===== config.mk =====
export PLATFORM = sky130hd
export DESIGN_NAME = fsfb_status_bank
export DESIGN_NICKNAME = d
export VERILOG_FILES = /design/src/verilog/fsfb_pkg.sv /design/src/verilog/fsfb_level_filter.sv /design/src/verilog/fsfb_status_bank.sv
export SDC_FILE = /design/constraint.sdc
export NUM_CORES = 1
export LEC_CHECK = 0
export BUFFER_PORTS_ARGS = -buffer_cell sky130_fd_sc_hd__buf_2
export CAP_MARGIN = 20
export CORE_MARGIN = 4
export CORE_UTILIZATION = 40
export CTS_BUF_LIST = sky130_fd_sc_hd__clkbuf_8
export CTS_CLUSTER_DIAMETER = 40
export DETAILED_ROUTE_END_ITERATION = 8
export PLACE_DENSITY = 0.66
export SYNTH_ARGS = -nofsm -noshare
export SYNTH_HDL_FRONTEND = slang
export SYNTH_SLANG_ARGS = --single-unit

===== constraint.sdc =====
create_clock -name clk -period 3 [get_ports clk]
set_input_delay 0.45 -clock clk [delete_from_list [all_inputs] [get_ports clk]]
set_output_delay 0.45 -clock clk [all_outputs]
set_load 0.03 [all_outputs]

===== src/verilog/fsfb_pkg.sv =====
package fsfb_pkg;
  // ----------------------------------------------------------------
  // Register map
  // ----------------------------------------------------------------
  localparam logic [7:0] FSFB_STATUS_ONE_OFFSET = 8'h01; // Fault status one
  localparam logic [15:0] FSFB_STATUS_RESET = 16'h0000; // All flags clear
  // ----------------------------------------------------------------
  // Field positions in the status word
  // ----------------------------------------------------------------
  localparam int FSFB_BIT_SUPPLY_OV = 12; // Logic supply overvoltage
  localparam int FSFB_BIT_THERM_WARN = 11; // Thermal warning
  localparam int FSFB_BIT_THERM_SD = 10; // Thermal shutdown
  localparam int FSFB_BIT_FAILSAFE = 9; // Fail-safe summary
  localparam int FSFB_BIT_PUMP_PUMP_NOT_READY_BIT = 8; // Charge pump not ready
  localparam int FSFB_BIT_PUMP_LOW = 7; // Charge pump low
  localparam int FSFB_BIT_WATCHDOG = 6; // Watchdog fault
  localparam int FSFB_BIT_IO_OV = 5; // Digital io overvoltage
  localparam int FSFB_BIT_DS_LO = 1; // Lowest drain-source monitor flag
  localparam int FSFB_BIT_DS_HI = 4; // Highest drain-source monitor flag
  // Plain read-and-clear flags handled by one generic latch each
  localparam logic [15:0] FSFB_RC_MASK = 16'h1C7E;
  // ----------------------------------------------------------------
  // Timing
  // ----------------------------------------------------------------
  localparam int FSFB_CLK_PERIOD_NS = 10; // 100 MHz logic clock
  localparam int FSFB_PUMP_FILTER_TIME_NS = 10000; // Pump filter time, plain default
  // Least time, so round up
  localparam int FSFB_PUMP_FILTER_CYCLES =
    (FSFB_PUMP_FILTER_TIME_NS + FSFB_CLK_PERIOD_NS - 1) / FSFB_CLK_PERIOD_NS;
endpackage


===== src/verilog/fsfb_level_filter.sv =====
`timescale 1ns/1ps
// Changes its output only after the input has differed from it for
// CYCLES consecutive clocks; restart forces the low-pump state.
module fsfb_level_filter #(
  parameter int CYCLES = fsfb_pkg::FSFB_PUMP_FILTER_CYCLES
) (
  // Clock and reset
  input wire logic clk,
  input wire logic rst,
  // Control
  input wire logic restart,
  // Level
  input wire logic level_in,
  output logic level_out
);
  import fsfb_pkg::*;

  localparam int CW = $clog2(CYCLES + 1);
  localparam logic [CW-1:0] CNT_LAST = CW'(CYCLES - 1);

  logic [CW-1:0] cnt_q, cnt_d; // Cycles of disagreement so far
  logic out_q, out_d; // Filtered level

  // ----------------------------------------------------------------
  // Next state
  // ----------------------------------------------------------------
  always_comb begin
    cnt_d = '0;
    out_d = out_q;
    if (restart) begin
      // A fresh pump start always begins from the low state
      out_d = 1'b1;
    end else if (level_in != out_q) begin
      if (cnt_q == CNT_LAST) begin
        out_d = level_in;
      end else begin
        cnt_d = cnt_q + CW'(1);
      end
    end
  end

  // Registers
  always_ff @(posedge clk) begin
    if (rst) begin
      cnt_q <= '0;
      out_q <= 1'b0;
    end else begin
      cnt_q <= cnt_d;
      out_q <= out_d;
    end
  end

  assign level_out = out_q;
endmodule // fsfb_level_filter


===== src/verilog/fsfb_status_bank.sv =====
`timescale 1ns/1ps
module fsfb_status_bank #(
  parameter int PUMP_FILTER_CYCLES = fsfb_pkg::FSFB_PUMP_FILTER_CYCLES
) (
  // Clock and reset
  input wire logic clk,
  input wire logic rst,
  // Register access from the serial interface
  input wire logic [7:0] reg_addr,
  input wire logic reg_rd,
  input wire logic reg_rd_clr,
  output logic [15:0] reg_rdata,
  output logic reg_hit,
  // Asynchronous fault detector levels
  input wire logic supply_ov_det,
  input wire logic therm_warn_det,
  input wire logic therm_sd_det,
  input wire logic watchdog_det,
  input wire logic io_ov_det,
  input wire logic [3:0] ds_monitor_det,
  input wire logic failsafe_input_pin,
  input wire logic pump_below_det,
  // Same-clock control and neighbour state
  input wire logic pump_enable,
  input wire logic pump_low_live_select,
  input wire logic [3:0] failsafe_fet_flags,
  input wire logic failsafe_pin_flag,
  // Live status word
  output logic [15:0] device_fault_status_one
);
  import fsfb_pkg::*;

  // ----------------------------------------------------------------
  // Input synchronisers
  // ----------------------------------------------------------------
  logic [15:0] det_raw; // Detector levels at their bit positions
  logic [15:0] det_meta_q; // First stage, read only by second stage
  logic [15:0] det_q; // Synchronised detector levels
  logic [1:0] pin_meta_q; // Fail-safe pin and pump comparator, stage one
  logic [1:0] pin_q; // Same, stage two

  always_comb begin
    det_raw = '0;
    det_raw[FSFB_BIT_SUPPLY_OV] = supply_ov_det;
    det_raw[FSFB_BIT_THERM_WARN] = therm_warn_det;
    det_raw[FSFB_BIT_THERM_SD] = therm_sd_det;
    det_raw[FSFB_BIT_WATCHDOG] = watchdog_det;
    det_raw[FSFB_BIT_IO_OV] = io_ov_det;
    det_raw[FSFB_BIT_DS_HI:FSFB_BIT_DS_LO] = ds_monitor_det;
  end

  // Two flops on every pin-borne level before any logic sees it
  always_ff @(posedge clk) begin
    if (rst) begin
      det_meta_q <= '0;
      det_q <= '0;
      // Fail-safe stage resets to the pin's released (high) level; a zero here
      // would flash the summary bit for two cycles after every reset
      pin_meta_q <= 2'b10;
      pin_q <= 2'b10;
    end else begin
      det_meta_q <= det_raw;
      det_q <= det_meta_q;
      pin_meta_q <= {failsafe_input_pin, pump_below_det};
      pin_q <= pin_meta_q;
    end
  end

  logic failsafe_pin_low; // Synchronised fail-safe pin held low
  logic pump_below; // Synchronised pump comparator
  assign failsafe_pin_low = ~pin_q[1];
  assign pump_below = pin_q[0];

  // ----------------------------------------------------------------
  // Charge pump filter
  // ----------------------------------------------------------------
  logic pump_en_q; // Enable delayed for edge detection
  logic pump_start; // Enable rising edge
  logic pump_low_filt; // Pump below threshold, filtered
  assign pump_start = pump_enable & ~pump_en_q;

  // One filter serves both pump bits; it restarts at every enable so
  // the not-ready time is measured from the pump start, not earlier.
  fsfb_level_filter #(
    .CYCLES(PUMP_FILTER_CYCLES)
  ) u_pump_filter (
    .clk(clk),
    .rst(rst),
    .restart(pump_start),
    .level_in(pump_below),
    .level_out(pump_low_filt)
  );

  // ----------------------------------------------------------------
  // Status flags
  // ----------------------------------------------------------------
  logic [15:0] status_q, status_d; // Status word
  logic [15:0] rdata_q, rdata_d; // Read data register
  logic clr_hit; // Read-and-clear aimed at this register
  logic rd_hit; // Any read aimed at this register
  assign rd_hit = (reg_rd | reg_rd_clr) && (reg_addr == FSFB_STATUS_ONE_OFFSET);
  assign clr_hit = reg_rd_clr && (reg_addr == FSFB_STATUS_ONE_OFFSET);

  // Generic latched flags: an active source always wins over the clear,
  // so a clear during a live fault leaves the flag standing
  genvar gi;
  generate
    for (gi = 0; gi < 16; gi++) begin : g_flag
      if (FSFB_RC_MASK[gi]) begin : g_rc
        always_comb begin
          status_d[gi] = det_q[gi] | (status_q[gi] & ~clr_hit);
        end
      end else if (gi == FSFB_BIT_FAILSAFE) begin : g_fs
        // Pulled-down floating pin reads low, hence sets the summary
        always_comb begin
          status_d[gi] = failsafe_pin_low | failsafe_pin_flag | (|failsafe_fet_flags);
        end
      end else if (gi == FSFB_BIT_PUMP_PUMP_NOT_READY_BIT) begin : g_pump_not_ready_bit
        // Read only; host clear is not looked at
        always_comb begin
          if (pump_start) begin
            status_d[gi] = 1'b1;
          end else if (pump_enable && !pump_low_filt) begin
            status_d[gi] = 1'b0;
          end else begin
            status_d[gi] = status_q[gi];
          end
        end
      end else if (gi == FSFB_BIT_PUMP_LOW) begin : g_plow
        always_comb begin
          if (pump_low_live_select) begin
            status_d[gi] = pump_low_filt;
          end else begin
            status_d[gi] = pump_low_filt | (status_q[gi] & ~clr_hit);
          end
        end
      end else begin : g_zero
        // Bits owned elsewhere and the parity slot read zero here
        always_comb begin
          status_d[gi] = 1'b0;
        end
      end
    end
  endgenerate

  // Read data captures the word before any clear of the same access
  always_comb begin
    rdata_d = rdata_q;
    if (reg_rd | reg_rd_clr) begin
      rdata_d = rd_hit ? status_q : 16'h0000;
    end
  end

  // Registers
  always_ff @(posedge clk) begin
    if (rst) begin
      status_q <= FSFB_STATUS_RESET;
      rdata_q <= 16'h0000;
      pump_en_q <= 1'b0;
    end else begin
      status_q <= status_d;
      rdata_q <= rdata_d;
      pump_en_q <= pump_enable;
    end
  end

  assign reg_rdata = rdata_q;
  assign reg_hit = rd_hit;
  assign device_fault_status_one = status_q;
endmodule // fsfb_status_bank


==> results.json <==
{
  "status": "finished clean",
  "rsz0062_at_grt": "no",
  "clock_latency_ns": 0.32,
  "yosys.area.top_type": "dfxtp_1",
  "avgRoutedWirePerCell_um": 10.8,
  "postSynthCellCount": 213,
  "ys_async_sr_fraction_pct": 0,
  "die_height_um": 81.3,
  "start_kind": "input pin",
  "ctsResizeCount": 0,
  "cts_tree": "yes",
  "layout_setup_ws_ns": 1.16,
  "cpPeakStageDelay_ns": 0.43,
  "timing.fmax_ghz": 0.543,
  "slowest_stage": "or2_2",
  "fin_util_pct": 50.1,
  "setup_violations": 0,
  "timing.critical_path.max_delay_family": "simple AND/OR/NAND/NOR gates",
  "cts_buffer_depth": 2,
  "grt_pass1_wl_um": 6070,
  "grt_max_degree": 30,
  "avgViaCountPerCell": 4.42,
  "cts_hold_buf": 0,
  "required_ns": 2.55,
  "drive_gt1_share_pct": 35.3,
  "cts_sinks": 58,
  "dpl.hpwl_um": 2740,
  "synth_top_flop_cell": "dfxtp_1",
  "antenna_found_initial": 0,
  "finalHoldViolCount": 0,
  "num_io_pins": 63,
  "slew_headroom_pct": 49.6,
  "p_leak_nw": 1.10,
  "cts_setup_buffers": 0,
  "yosysSeqAreaShare_pct": 54.0,
  "n_antenna_cell": 0,
  "powerDensity_nw_per_um2": 580,
  "drc": 0,
  "numPortBuffers": 54,
  "drv_cap": 0,
  "endpoint_kind": "output pin",
  "synth_enable_flop_cells": 0,
  "cts_max_level": 3,
  "synth.top_cells.by_area": "dfxtp_1, nor2b_1, nand3_2",
  "dr.first_iter.drc_count": 49,
  "arrival_ns": 1.39,
  "hold_class": "in2reg",
  "num_vias": 1524,
  "grtUsageTotal_pct": 12.1,
  "worst_pin_slew_ns": 0.753,
  "num_rows": 26,
  "path_max_fanout": 13,
  "nFillCells": 506,
  "dieArea_um2": 6610,
  "fin_nets": 301,
  "skew_ns": 0.00849,
  "gp_congestion": 0.818,
  "synth_seq_cells": 58,
  "path_class": "in2out",
  "start_util_pct": 41.6,
  "period_needed_ns": 1.84,
  "yosys_warnings": 0,
  "clkTransAtPathRegs_ns": 0.06,
  "setup_tns_ns": 0,
  "cts_root_buf": "clkbuf_8",
  "fp.coreArea_um2": 5170,
  "crit_top_cell": "buf_2",
  "drt_wl_total_um": 3730,
  "cts_inserted_buffers": 9,
  "die_width_um": 81.3,
  "critPathBufInv": 2,
  "ys_types": 38,
  "syn-cell-area_um2": 2150,
  "syn-mean-instance-area_um2": 10.1,
  "preCtsSetupSlack_ns": 1.15,
  "grt_overflow": 0,
  "drv_slew": 0,
  "syn2layout_area_growth_pct": 20.5,
  "route.antenna.remaining_nets": 0,
  "path_cells": "buf_2, or2_2, and3_2, buf_2",
  "finalCritPeriodShare_pct": 61.4,
  "synth_top_area_share_pct": 54.0,
  "grt_pass1_vias": 1358,
  "peakVddDrop_uv": 235,
  "first_pass_iters": 4
}
==> cell usage after synthesis, types with 3 or more instances <==
| master | n |
|---|---|
| inv_1 | 4 |
| dfxtp_1 | 58 |
| buf_4 | 8 |
| nand2_1 | 16 |
| and3_1 | 4 |
| or2_2 | 3 |
| nand3_2 | 11 |
| nand3_1 | 5 |
| a31oi_1 | 3 |
| a21oi_1 | 15 |
| xnor2_1 | 4 |
| clkbuf_1 | 4 |
| nor2_1 | 21 |
| a21oi_2 | 10 |
| nor2b_1 | 21 |
==> registers in the layout, indices dropped and copies added, names as in the netlist, 2 cells and up <==
| signal | count |
|---|---|
| pin_meta_q | 2 |
| device_fault_status_one | 12 |
| pin_q | 2 |
| u_pump_filter.cnt_q | 10 |
| reg_rdata | 12 |
| det_q | 9 |
| det_meta_q | 9 |
==> kinds of logic after synthesis <==
family	synth area share (%)
AOI/OAI and AO/OA	9.90
xor gates and xnor gates	2.44
other	0.174
buffers and inverters	6.05
adders and majority gates	0.582
and+or+nand+nor	26.4
muxes	0.466
DFF	54.0
==> worst paths after layout <==
| kind | startpoint | slack [ns] | depth (start not counted) | endpoint |
|---|---|---|---|---|
| worst max register to register | u_pump_filter.cnt_q[0]$_SDFF_PP0_ | 1.58 | 5 | u_pump_filter.cnt_q[7]$_SDFF_PP0_ |
| worst min register to register | pin_meta_q[1]$_SDFF_PP1_ | 0.42 | 1 | pin_q[1]$_SDFF_PP1_ |
| worst max-delay path | reg_rd_clr | 1.16 | 4 | reg_hit |
| worst min-delay path | failsafe_input_pin | 0.31 | 2 | pin_meta_q[1]$_SDFF_PP1_ |
==> layer usage <==
layer,share of wire (%),vias to the layer above,track usage (%)
met1,47,671,15.1
met5,0,-,0
met2,45,39,18.0
met4,1.2,0,8.11
li1,-,808,-
met3,6.7,6,3.66
==> area by class of cell <==
| type | count | area (µm²) | share of cell area [%] |
|---|---|---|---|
| sequential | 58 | 1160 | 44.8 |
| multi-input combinational | 142 | 885 | 34.2 |
| timing repair buffer | 55 | 278 | 10.7 |
| clock buffer | 10 | 138 | 5.31 |
| tap | 70 | 87.6 | 3.38 |
| clock inverter | 6 | 26.3 | 1.01 |
| inverter | 4 | 15.0 | 0.580 |
==> report_power, final <==
group          internal (mW)  switching [mW]
logic                 0.0396          0.0720
clock network          0.308           0.274
registers              0.796          0.0136
total                   1.14           0.359
==> placed cells by master, fill, tap and decap left out, drive strengths merged, types with 2 or more instances in the layout <==
cell type and count:
a21oi 25, a31oi 3, and2 2, and3 5, buf 55, clkbuf 10
clkinv 3, conb 8, dfxtp 58, inv 7, nand2 16, nand3 16
nand4 2, nor2 21, nor2b 21, nor3 2, nor4 2, or2 3
xnor2 4, xor2 2
==> per-stage QoR <==
step                      cells  power, mW  area [µm²]  hold slack [ns]
after floorplan             220      0.908        2180            0.389
after global placement      329      0.938        2430            0.393
after detailed placement    329      0.939        2430            0.403
after CTS                   345       1.53        2590            0.292
after global routing        345       1.58        2590            0.312
final                       345       1.50        2590            0.312
Note: power is estimated with default switching activity, not from simulation.
